**config.mk**
```make
export PLATFORM = sky130hd
export DESIGN_NAME = pad_sleep_hold_control
export DESIGN_NICKNAME = d
export VERILOG_FILES = /design/src/pad_sleep_hold_control.v
export VERILOG_INCLUDE_DIRS = /design/src
export SDC_FILE = /design/constraint.sdc
export NUM_CORES = 2
export LEC_CHECK = 0
export ABC_AREA = 1
export BUFFER_PORTS_ARGS = -buffer_cell sky130_fd_sc_hd__clkbuf_2
export CAP_MARGIN = 20
export CORE_AREA = 4 4 538 540
export DETAILED_ROUTE_END_ITERATION = 10
export DIE_AREA = 0 0 542 544
export PLACE_DENSITY = 0.3
export SKIP_CTS_REPAIR_TIMING = 1
export SLEW_MARGIN = 20
export SYNTH_ARGS = -nofsm -noshare
export SYNTH_HDL_FRONTEND = slang
export SYNTH_SLANG_ARGS = --single-unit
```
**constraint.sdc**
```tcl
create_clock -name CLK -period 1.97 [get_ports CLK]
set_input_delay 0 -clock CLK [delete_from_list [all_inputs] [get_ports CLK]]
set_output_delay 0 -clock CLK [all_outputs]
set_load 0.005 [all_outputs]
```
**src/pad_sleep_hold_map.vh**
```
// constants for the pad sleep and hold controller
// ---------------------------------------------------------------------------
// ---------------------------------------------------------------------------
`ifndef PAD_SLEEP_HOLD_MAP_VH
`define PAD_SLEEP_HOLD_MAP_VH

// ---------------------------------------------------------------------------
// pin positions
// ---------------------------------------------------------------------------
`define PROC_CLK_PIN 9
`define TIMER_CLK_PIN 10
`define SMARTCARD_PIN_A 114
`define SMARTCARD_PIN_B 115

// ---------------------------------------------------------------------------
// reset values
// ---------------------------------------------------------------------------
`define HOLD_RESET_VAL 1'b1
`define SYNC_RESET_VAL 1'b1

// ---------------------------------------------------------------------------
// power-up sequencing times and cycle counts
// ---------------------------------------------------------------------------
`define CLK_MHZ 20
`define SYS_TO_PWR_NS 1000
`define PWR_TO_RUN_NS 2000
`define SYS_TO_PWR_CYC ((`SYS_TO_PWR_NS * `CLK_MHZ + 999) / 1000)
`define PWR_TO_RUN_CYC ((`PWR_TO_RUN_NS * `CLK_MHZ + 999) / 1000)

`endif

```
**src/pad_sleep_hold_control.v**
```verilog
// pad control across reset, sleep and deep sleep, with fixed function overrides
`timescale 1ns/100ps
`default_nettype none
`include "pad_sleep_hold_map.vh"

module pad_sleep_hold_control
#(
  parameter N_GPIO = 121,
  parameter N_FIXED = 4,
  parameter [N_GPIO-1:0] PULL_UP_MASK = {N_GPIO{1'b1}},
  parameter [N_GPIO-1:0] PULL_DOWN_MASK = {N_GPIO{1'b0}},
  parameter [N_GPIO-1:0] STATIC_MEM_MASK = {N_GPIO{1'b0}},
  parameter [N_GPIO-1:0] CARD_CTRL_MASK = {N_GPIO{1'b0}},
  parameter [N_GPIO-1:0] TIMER_STOP_MASK = {N_GPIO{1'b0}}
)
(
  input wire CLK,
  input wire SRST,
  input wire RESET_IN_N,
  input wire SLEEP,
  input wire DEEP_SLEEP,
  input wire [N_GPIO-1:0] PM_OVERRIDE,
  input wire [N_GPIO-1:0] FUNC_DIR,
  input wire [N_GPIO-1:0] FUNC_OUT,
  input wire [N_GPIO-1:0] GPIO_PIN_IN,
  input wire [N_GPIO-1:0] SLEEP_PIN_VALUE,
  input wire READ_DISABLE_HOLD_CLR,
  input wire PERIPHERAL_HOLD_CLR,
  input wire STATIC_MEM_FLOAT,
  input wire CARD_CTRL_FLOAT,
  input wire OS_TIMER_ACTIVE,
  input wire SMARTCARD_SEL_A,
  input wire SMARTCARD_SEL_B,
  input wire SMARTCARD_ENABLE,
  input wire PROC_CLK_OUT_ENABLE,
  input wire TIMER_CLK_OUT_ENABLE,
  input wire PROC_CLOCK_OUTPUT,
  input wire TIMER_CLOCK_OUTPUT,
  input wire [N_FIXED-1:0] FIXED_FUNC_DIR,
  input wire [N_FIXED-1:0] FIXED_FUNC_OUT,
  input wire OSC_LINK_IN,
  output reg [N_GPIO-1:0] GPIO_OE,
  output reg [N_GPIO-1:0] GPIO_OUT,
  output reg [N_GPIO-1:0] GPIO_PULL_UP,
  output reg [N_GPIO-1:0] GPIO_PULL_DOWN,
  output reg [N_GPIO-1:0] GPIO_IN_ENABLE,
  output reg [N_GPIO-1:0] GPIO_IN_DATA,
  output reg [N_FIXED-1:0] FIXED_OE,
  output reg [N_FIXED-1:0] FIXED_OUT,
  output reg READ_DISABLE_HOLD,
  output reg PERIPHERAL_HOLD,
  output reg SYSTEM_ENABLE_OUT,
  output reg POWER_ENABLE_OUT,
  output reg INTERNAL_RESET,
  output reg OSC_LINK_OUT
);

  // -------------------------------------------------------------------------
  // sequencer states and counts
  // -------------------------------------------------------------------------
  localparam [3:0] ST_OFF = 4'h1;
  localparam [3:0] ST_SYS = 4'h2;
  localparam [3:0] ST_PWR = 4'h4;
  localparam [3:0] ST_RUN = 4'h8;
  localparam [31:0] SYS_CYC_FULL = `SYS_TO_PWR_CYC;
  localparam [31:0] PWR_CYC_FULL = `PWR_TO_RUN_CYC;
  localparam [7:0] SYS_CYC = SYS_CYC_FULL[7:0];
  localparam [7:0] PWR_CYC = PWR_CYC_FULL[7:0];

  // -------------------------------------------------------------------------
  // declarations
  // -------------------------------------------------------------------------
  reg rst_meta_reg;
  reg rst_sync_reg;
  reg [N_GPIO-1:0] pin_meta_reg;
  reg [N_GPIO-1:0] pin_sync_reg;
  reg [3:0] state_reg;
  reg [3:0] state_next;
  reg [7:0] cnt_reg;
  reg [7:0] cnt_next;
  reg asleep_prev_reg;
  reg [N_GPIO-1:0] slp_dir_reg;
  reg [N_GPIO-1:0] slp_val_reg;
  wire pin_reset;
  wire asleep;
  wire deep;
  wire sleep_entry;
  wire hold_set;
  wire clk_ov;
  wire sc_ov;
  wire [N_GPIO-1:0] oe_next;
  wire [N_GPIO-1:0] out_next;
  wire [N_GPIO-1:0] pu_next;
  wire [N_GPIO-1:0] pd_next;
  wire [N_GPIO-1:0] ie_next;
  wire [N_FIXED-1:0] fixed_oe_next;
  wire [N_GPIO-1:0] cap_dir;
  wire [N_GPIO-1:0] cap_val;

  // -------------------------------------------------------------------------
  // input synchronisers
  // -------------------------------------------------------------------------
  always @(posedge CLK)
  begin
    if (SRST)
    begin
      rst_meta_reg <= `SYNC_RESET_VAL;
      rst_sync_reg <= `SYNC_RESET_VAL;
      pin_meta_reg <= {N_GPIO{1'b0}};
      pin_sync_reg <= {N_GPIO{1'b0}};
    end
    else
    begin
      rst_meta_reg <= RESET_IN_N;
      rst_sync_reg <= rst_meta_reg;
      pin_meta_reg <= GPIO_PIN_IN;
      pin_sync_reg <= pin_meta_reg;
    end
  end

  assign pin_reset = ~rst_sync_reg;

  // -------------------------------------------------------------------------
  // power-up sequencer
  // -------------------------------------------------------------------------
  always @*
  begin
    state_next = state_reg;
    cnt_next = cnt_reg;
    case (state_reg)
      ST_OFF:
      begin
        state_next = ST_SYS;
        cnt_next = 8'h00;
      end
      ST_SYS:
      begin
        cnt_next = cnt_reg + 8'h01;
        if (cnt_reg >= SYS_CYC - 8'h01)
        begin
          state_next = ST_PWR;
          cnt_next = 8'h00;
        end
      end
      ST_PWR:
      begin
        if (pin_reset)
          cnt_next = 8'h00;
        else if (cnt_reg < PWR_CYC - 8'h01)
          cnt_next = cnt_reg + 8'h01;
        else
          state_next = ST_RUN;
      end
      ST_RUN:
      begin
        // warm reset keeps supplies up and only reasserts internal reset
        if (pin_reset)
        begin
          state_next = ST_PWR;
          cnt_next = 8'h00;
        end
      end
      default:
      begin
        state_next = ST_OFF;
        cnt_next = 8'h00;
      end
    endcase
  end

  always @(posedge CLK)
  begin
    if (SRST)
    begin
      state_reg <= ST_OFF;
      cnt_reg <= 8'h00;
      SYSTEM_ENABLE_OUT <= 1'b0;
      POWER_ENABLE_OUT <= 1'b0;
      INTERNAL_RESET <= 1'b1;
    end
    else
    begin
      state_reg <= state_next;
      cnt_reg <= cnt_next;
      SYSTEM_ENABLE_OUT <= (state_next != ST_OFF);
      POWER_ENABLE_OUT <= (state_next == ST_PWR) || (state_next == ST_RUN);
      INTERNAL_RESET <= (state_next != ST_RUN);
    end
  end

  // -------------------------------------------------------------------------
  // hold bits and sleep capture
  // -------------------------------------------------------------------------
  assign asleep = SLEEP & ~DEEP_SLEEP;
  assign deep = DEEP_SLEEP | INTERNAL_RESET;
  assign sleep_entry = (SLEEP | DEEP_SLEEP) & ~asleep_prev_reg;
  assign hold_set = INTERNAL_RESET | sleep_entry;

  always @(posedge CLK)
  begin
    if (SRST)
    begin
      READ_DISABLE_HOLD <= `HOLD_RESET_VAL;
      PERIPHERAL_HOLD <= `HOLD_RESET_VAL;
      asleep_prev_reg <= 1'b0;
      slp_dir_reg <= {N_GPIO{1'b0}};
      slp_val_reg <= {N_GPIO{1'b0}};
    end
    else
    begin
      asleep_prev_reg <= SLEEP | DEEP_SLEEP;
      // setting wins over a clear landing in the same cycle
      if (hold_set)
        READ_DISABLE_HOLD <= 1'b1;
      else if (READ_DISABLE_HOLD_CLR)
        READ_DISABLE_HOLD <= 1'b0;
      if (hold_set)
        PERIPHERAL_HOLD <= 1'b1;
      else if (PERIPHERAL_HOLD_CLR)
        PERIPHERAL_HOLD <= 1'b0;
      if (sleep_entry)
      begin
        slp_dir_reg <= FUNC_DIR;
        slp_val_reg <= SLEEP_PIN_VALUE;
      end
    end
  end

  // -------------------------------------------------------------------------
  // per-pin control
  // -------------------------------------------------------------------------
  assign clk_ov = PROC_CLK_OUT_ENABLE | TIMER_CLK_OUT_ENABLE;
  assign sc_ov = SMARTCARD_SEL_A | SMARTCARD_SEL_B;
  // the entry cycle uses live values, since the capture lands one edge later
  assign cap_dir = sleep_entry ? FUNC_DIR : slp_dir_reg;
  assign cap_val = sleep_entry ? SLEEP_PIN_VALUE : slp_val_reg;

  genvar i;
  generate
    for (i = 0; i < N_GPIO; i = i + 1)
    begin : g_pin
      wire is_clk_a;
      wire is_clk_b;
      wire is_sc;
      wire forced;
      wire fn_out;
      wire lowp;
      wire flt;
      assign is_clk_a = clk_ov && (i == `PROC_CLK_PIN);
      assign is_clk_b = clk_ov && (i == `TIMER_CLK_PIN);
      assign is_sc = sc_ov && ((i == `SMARTCARD_PIN_A) || (i == `SMARTCARD_PIN_B));
      assign forced = is_clk_a | is_clk_b | is_sc;
      // clocks are resampled at the block rate, so they only suit slow clocks
      assign fn_out = is_clk_a ? PROC_CLOCK_OUTPUT :
        is_clk_b ? TIMER_CLOCK_OUTPUT :
        is_sc ? SMARTCARD_ENABLE :
        FUNC_OUT[i];
      // after wake the captured sleep state stays on until peripheral hold clears
      assign lowp = asleep | PERIPHERAL_HOLD;
      assign flt = asleep & ((STATIC_MEM_MASK[i] & STATIC_MEM_FLOAT) |
        (CARD_CTRL_MASK[i] & CARD_CTRL_FLOAT) |
        (TIMER_STOP_MASK[i] & OS_TIMER_ACTIVE));
      assign oe_next[i] = PM_OVERRIDE[i] ? FUNC_DIR[i] :
        deep ? 1'b0 :
        lowp ? (cap_dir[i] & ~flt) :
        (FUNC_DIR[i] | forced);
      assign out_next[i] = PM_OVERRIDE[i] ? FUNC_OUT[i] :
        lowp ? cap_val[i] : fn_out;
      assign pu_next[i] = ~PM_OVERRIDE[i] & READ_DISABLE_HOLD & PULL_UP_MASK[i];
      assign pd_next[i] = ~PM_OVERRIDE[i] & READ_DISABLE_HOLD & PULL_DOWN_MASK[i];
      assign ie_next[i] = PM_OVERRIDE[i] | ~READ_DISABLE_HOLD;
    end
  endgenerate

  // pins with no sleep value just follow static-memory float
  assign fixed_oe_next = FIXED_FUNC_DIR & {N_FIXED{~(asleep & STATIC_MEM_FLOAT)}};

  // -------------------------------------------------------------------------
  // output registers
  // -------------------------------------------------------------------------
  always @(posedge CLK)
  begin
    if (SRST)
    begin
      GPIO_OE <= {N_GPIO{1'b0}};
      GPIO_OUT <= {N_GPIO{1'b0}};
      GPIO_PULL_UP <= PULL_UP_MASK;
      GPIO_PULL_DOWN <= PULL_DOWN_MASK;
      GPIO_IN_ENABLE <= {N_GPIO{1'b0}};
      GPIO_IN_DATA <= {N_GPIO{1'b0}};
      FIXED_OE <= {N_FIXED{1'b0}};
      FIXED_OUT <= {N_FIXED{1'b0}};
    end
    else
    begin
      GPIO_OE <= oe_next;
      GPIO_OUT <= out_next;
      GPIO_PULL_UP <= pu_next;
      GPIO_PULL_DOWN <= pd_next;
      GPIO_IN_ENABLE <= ie_next;
      GPIO_IN_DATA <= pin_sync_reg & ie_next;
      FIXED_OE <= fixed_oe_next;
      FIXED_OUT <= FIXED_FUNC_OUT;
    end
  end

  // oscillator path deliberately has no reset and no sleep term
  always @(posedge CLK)
  begin
    OSC_LINK_OUT <= OSC_LINK_IN;
  end

endmodule // pad_sleep_hold_control
`default_nettype wire

```
[Yosys cells after proc, flatten, opt, wreduce, memory -nomap -nowiden]
Index checks and enable logic that the tools add are counted.
Operators by class
  bitwise operators: 382
  magnitude comparators: 2
  multiplexer cells: 621
  reductions and logical operators: 3
  add/subtract/negate cells: 1
  equal/unequal tests: 10
Operators with widths (number)
  $mux W1: 609
  $mux W121: 2
  $or A1 B1 Y1: 131
  $not A1 Y1: 125
  $and A1 B1 Y1: 124
  $and A121 B121 Y121: 1
  $mux W8: 4
  $pmux W8 S3: 1
  $mux W4: 4
  $pmux W4 S4: 1
  $add A8 B1 Y8 const B: 1
  $eq A4 B3 Y1 const B: 2
  $eq A4 B4 Y1 const B: 2
  $ge A8 B5 Y1 const B: 1
  $lt A8 B6 Y1 const B: 1
  $and A4 B4 Y4: 1
  $eq A4 B1 Y1 const B: 1
  $eq A4 B2 Y1 const B: 1
  $ne A4 B1 Y1 const B: 1
  $ne A4 B4 Y1 const B: 1
  $ne A3 B3 Y1 const B: 1
  $ne A2 B2 Y1 const B: 1
  $reduce_and A2 Y1: 1
  $reduce_or A2 Y1: 1
  $logic_or A1 B1 Y1: 1
Storage, ports and cells
  register bits: 1118
  output and inout port bits: 740
  bits of input ports: 631
  logic and storage cells: 1041

[Depth between registers and ports, before layout]
  depth in word-level cells: 6
  mapped depth: 10
  gate-level depth less buffers: 10

[Worst setup path before layout]
OpenSTA, ideal clock, no wires.
  path kind: register to register
  start point: register cnt_reg[0]
  end point: register cnt_reg[4]
  clock period less this slack: 1.481 ns
  path buffers: 1
  arrival: 1.366 ns
  setup time: 0.115 ns
  required time: 1.855 ns
  slack: 0.489 ns
  cell stages (with the launch flop): 11
  path through: dfxtp_1 -> ha_1 -> nand2_1 -> nand3_1 -> nand2_1 -> nand2_1 -> nand2_1 -> clkbuf_1 -> nand2_1 -> nand3_1 -> nor2_1
Between the ends
  cells in the longest elaborated chain, start to end: 4
  elaborated cells between the ends (all ways): 9
  classes of those cells: 1 x add/sub; 2 x order compare; 1 x eq/ne; 4 x mux; 1 x reduce/logical
RTL lines
  start, declared: line pad_sleep_hold_control.v:79  | reg [7:0] cnt_reg;
  start signal, assigned: line pad_sleep_hold_control.v:184  | cnt_reg <= cnt_next;
  $add A8 B1 Y8: line pad_sleep_hold_control.v:138, pad_sleep_hold_control.v:150
  $mux W8: line pad_sleep_hold_control.v:149  | else if (cnt_reg < PWR_CYC - 8'h01)
  $mux W8: line pad_sleep_hold_control.v:147  | if (pin_reset)
  $pmux W8 S3: line pad_sleep_hold_control.v:130  | case (state_reg)
Parallel ways exist; a longest one is shown, timed or not. The select of a mux whose other input is x is not followed.
A chain may end at the register's enable or synchronous reset.

[Final worst setup path]
  start point: input PROC_CLK_OUT_ENABLE
  end point: register GPIO_OUT[9]
Between the ends
  cells in the longest elaborated chain, start to end: 4
RTL lines
  start, declared: line pad_sleep_hold_control.v:35  | input wire PROC_CLK_OUT_ENABLE,
  $or A1 B1 Y1: line pad_sleep_hold_control.v:232  | assign clk_ov = PROC_CLK_OUT_ENABLE | TIMER_CLK_OUT_ENABLE;
  $mux W1: line pad_sleep_hold_control.v:254  | assign fn_out = is_clk_a ? PROC_CLOCK_OUTPUT :
  $mux W1: line pad_sleep_hold_control.v:268  | lowp ? cap_val[i] : fn_out;
  $mux W1: line pad_sleep_hold_control.v:267  | assign out_next[i] = PM_OVERRIDE[i] ? FUNC_OUT[i] :
  end signal, assigned: line pad_sleep_hold_control.v:286  | GPIO_OUT <= {N_GPIO{1'b0}};
  end signal, assigned: line pad_sleep_hold_control.v:297  | GPIO_OUT <= out_next;
  end, declared: line pad_sleep_hold_control.v:43  | output reg [N_GPIO-1:0] GPIO_OUT,
Every way passes these cells.

==> out/metrics.yaml <==
cells_and_area:
  layout_common_cells: "1246 x clkbuf_2, 1118 x dfxtp_1, 1041 x nor2_1"
  drive_gt1_frac: 0.273
  final_common_cell: "clkbuf_2"
  multi_input_area_sq_um: 10800
  nets: 6848
  area_delta_synth_final_pct: 66.1
  fill_cells: 31900
  seq_area_sq_um: 22400
sta:
  fin_crit_ns: 1.94
  maxSlewHeadroom: 0.504
  clock_skew_ns: 0.0429
  period_share: 0.983
  layout_setup_ws_ns: 0.0340
  tightest_slew_ns: 0.741
  drv_slew: 0
  timing.fmax_ghz: 0.517
  hold_viol_final: 0
  setup_viol: 0
job:
  max_cap_viol_count: 0
synthesis:
  ys_ff_latch: 1118
  synth_top_area_frac: 0.616
  yosys.area.top_type: "dfxtp_1"
  syn_avg_cell_area_sq_um: 8.97
  seq_area_frac_synth: 0.616
  netlist_top_cells_area: "dfxtp_1 62%, nor2_1 11%, inv_1 5.5%"
  ys_types: 30
  netlist_area_sq_um: 36300
  yosysWarnings: 0
  synth_cells: 4053
power:
  finalPower_mw: 58.4
  p_switching_mw: 15.3
  p_int_mw: 43.0
  p_per_area_nw_per_um2: 967
  seq_power_share: 0.418
  combPwrFrac: 0.117
  switching_share: 0.263
  p_leak_nw: 27.6
  peakVddDrop_uv: 573
  clockPowerShare: 0.465
placed_design:
  dp_hpwl_mm: 171
  port_buffers: 1247
  place.gp.congestion: 0.826
  dp_slack_ns: -0.00274
floorplan:
  ios: 1371
  start_util: 0.128
  die_y_microns: 544
  die_x_microns: 542
  rows: 196
  dieArea_sq_um: 295000
  coreArea_sq_um: 284000
clocking:
  cts_num_sinks: 1118
  cts_tree: "built"
  clk_latency_ns: 0.81
  clockBufferDepth: 4
  cts_buffers: 147
  htreeDepth: 4
  root_buffer: "clkbuf_16"
  path_clk_slew_ns: 0.06
global_routing:
  grt.overflow.total: 0
  antenna_found_initial: 75
  grt_pass1_vias: 32000
  grt_pass1_wl_mm: 278
  grt_max_degree: 63
  grt_use_total: 0.136
worst_setup_path:
  reg2reg_depth: 6
  path_common_cell: "dlygate4sd3_1"
  cp_slowest_cell: "dlygate4sd3_1"
  path_cells: "dlygate4sd3_1 > clkbuf_2 > or2_2 > dlygate4sd3_1 > o21bai_1 > inv_1 > nor2_1 > dlygate4sd3_1 > nor2_1 > o21ai_1 > inv_1"
  cp-end-kind: "register"
  path_max_fanout: 3
  worstSetupPathType: "in -> reg"
  cp_data_arrival_time_ns: 2.63
  r2r-start: "PERIPHERAL_HOLD$_SDFFE_PP1P_"
  r2r_slack_ns: 0.14
  startpoint_type: "input pin"
  r2r-end: "GPIO_OUT[78]$_SDFF_PP0_"
  cpPeakStageDelay_ns: 0.63
  crit_required_ns: 2.67
min_path:
  hp-class: "in -> reg"
  min_delay_path_depth: 4
  min_to: "pin_meta_reg[112]$_SDFF_PP0_"
  min_from: "GPIO_PIN_IN[112]"
drt:
  wl_mm: 214
  drt-wirelength-per-cell_microns: 21.1
  vias: 34600
  drtPass1Iterations: 5
  initialDrtViolationCount: 1672
  post-route-drc-count: 0
  viasPerCell: 3.42
  ant_nets: 0
status:
  status: "complete, no violations"
## worst max-delay path by stage
stage,start,end,slack [ns],cells after the start
3_5_place_dp,SLEEP,GPIO_OUT[47]$_SDFF_PP0_,-0.003,6
3_3_place_gp,SLEEP,GPIO_OUT[47]$_SDFF_PP0_,-0.02,6
4_1_cts,PERIPHERAL_HOLD$_SDFFE_PP1P_,GPIO_OUT[47]$_SDFF_PP0_,-0.04,5
2_1_floorplan,cnt_reg[0]$_SDFFE_PP0P_,cnt_reg[4]$_SDFFE_PP0P_,0.49,10
5_1_grt,SRST,GPIO_OUT[58]$_SDFF_PP0_,-0.004,8
6_report,PROC_CLK_OUT_ENABLE,GPIO_OUT[9]$_SDFF_PP0_,0.03,11
## layer usage
metal	share of wire	vias to the layer above	wire length, microns	GRT usage
li1	-	16700	-	-
met5	0.00059	-	125	0
met3	0.063	311	13500	0.0417
met2	0.50	1284	106000	0.242
met1	0.42	16300	89300	0.160
met4	0.023	22	4950	0.0327
## power by group through the flow
| stage | clock network [mW] | registers (mW) | logic (mW) |
|---|---|---|---|
| 4_1_cts | 28.3 | 24.4 | 5.58 |
| 2_1_floorplan | 0 | 24.8 | 2.37 |
| 3_5_place_dp | 0 | 24.9 | 5.55 |
| 5_1_grt | 29.1 | 24.5 | 7.50 |
| 3_3_place_gp | 0 | 24.9 | 5.57 |
| 6_report | 27.1 | 24.4 | 6.82 |
## through the flow
step	TNS [ns]	std cells	hold WS [ns]	utilization	area, sq um
2_1_floorplan	0	4173	0.0277	-	36800
3_3_place_gp	-0.0194	9040	0.104	0.167	47600
3_5_place_dp	-0.00274	9040	0.106	0.167	47600
4_1_cts	-0.0751	9292	-0.782	0.184	52400
5_1_grt	-0.00446	10100	-0.00448	0.212	60300
6_report	0	10100	0.0267	0.212	60400
## final cells by class
cell class / instances / share of cell area
flip-flops and latches: 1118 / 0.371
repair buffers: 2190 / 0.259
multi-input cells: 2227 / 0.178
well taps: 3762 / 0.0780
clock buffers: 203 / 0.0698
inverters: 532 / 0.0334
clock inverters: 49 / 0.00937
diodes: 28 / 0.00116
## cells in the mapped netlist, drive strengths merged
library cell	number
a21oi	204
and3	70
buf	173
clkbuf	123
clkinv	1
conb	1
dfxtp	1118
ha	1
inv	531
mux2i	117
nand2	247
nand3	15
nand4	5
nor2	1044
nor3	4
nor3b	47
o21ai	228
o21bai	2
o221ai	70
or2	51
xnor2	1
## critical path: cells and delay by family
family / cells / cell delay (ns)
compound gates: 2 / 0.25
simple gates: 3 / 0.43
buf+inv: 6 / 1.95
## cells by family after synthesis
logic type,share of synthesized area
AND/OR/NAND/NOR,0.173
flip-flops,0.616
buffers and inverters,0.101
AO/OA/AOI/OAI,0.0773
multiplexers,0.0322
adder cells (fa/ha/maj),0.000344
other,0.000103
XOR/XNOR,0.000241
No activity file was read; power rests on OpenSTA's default activity.
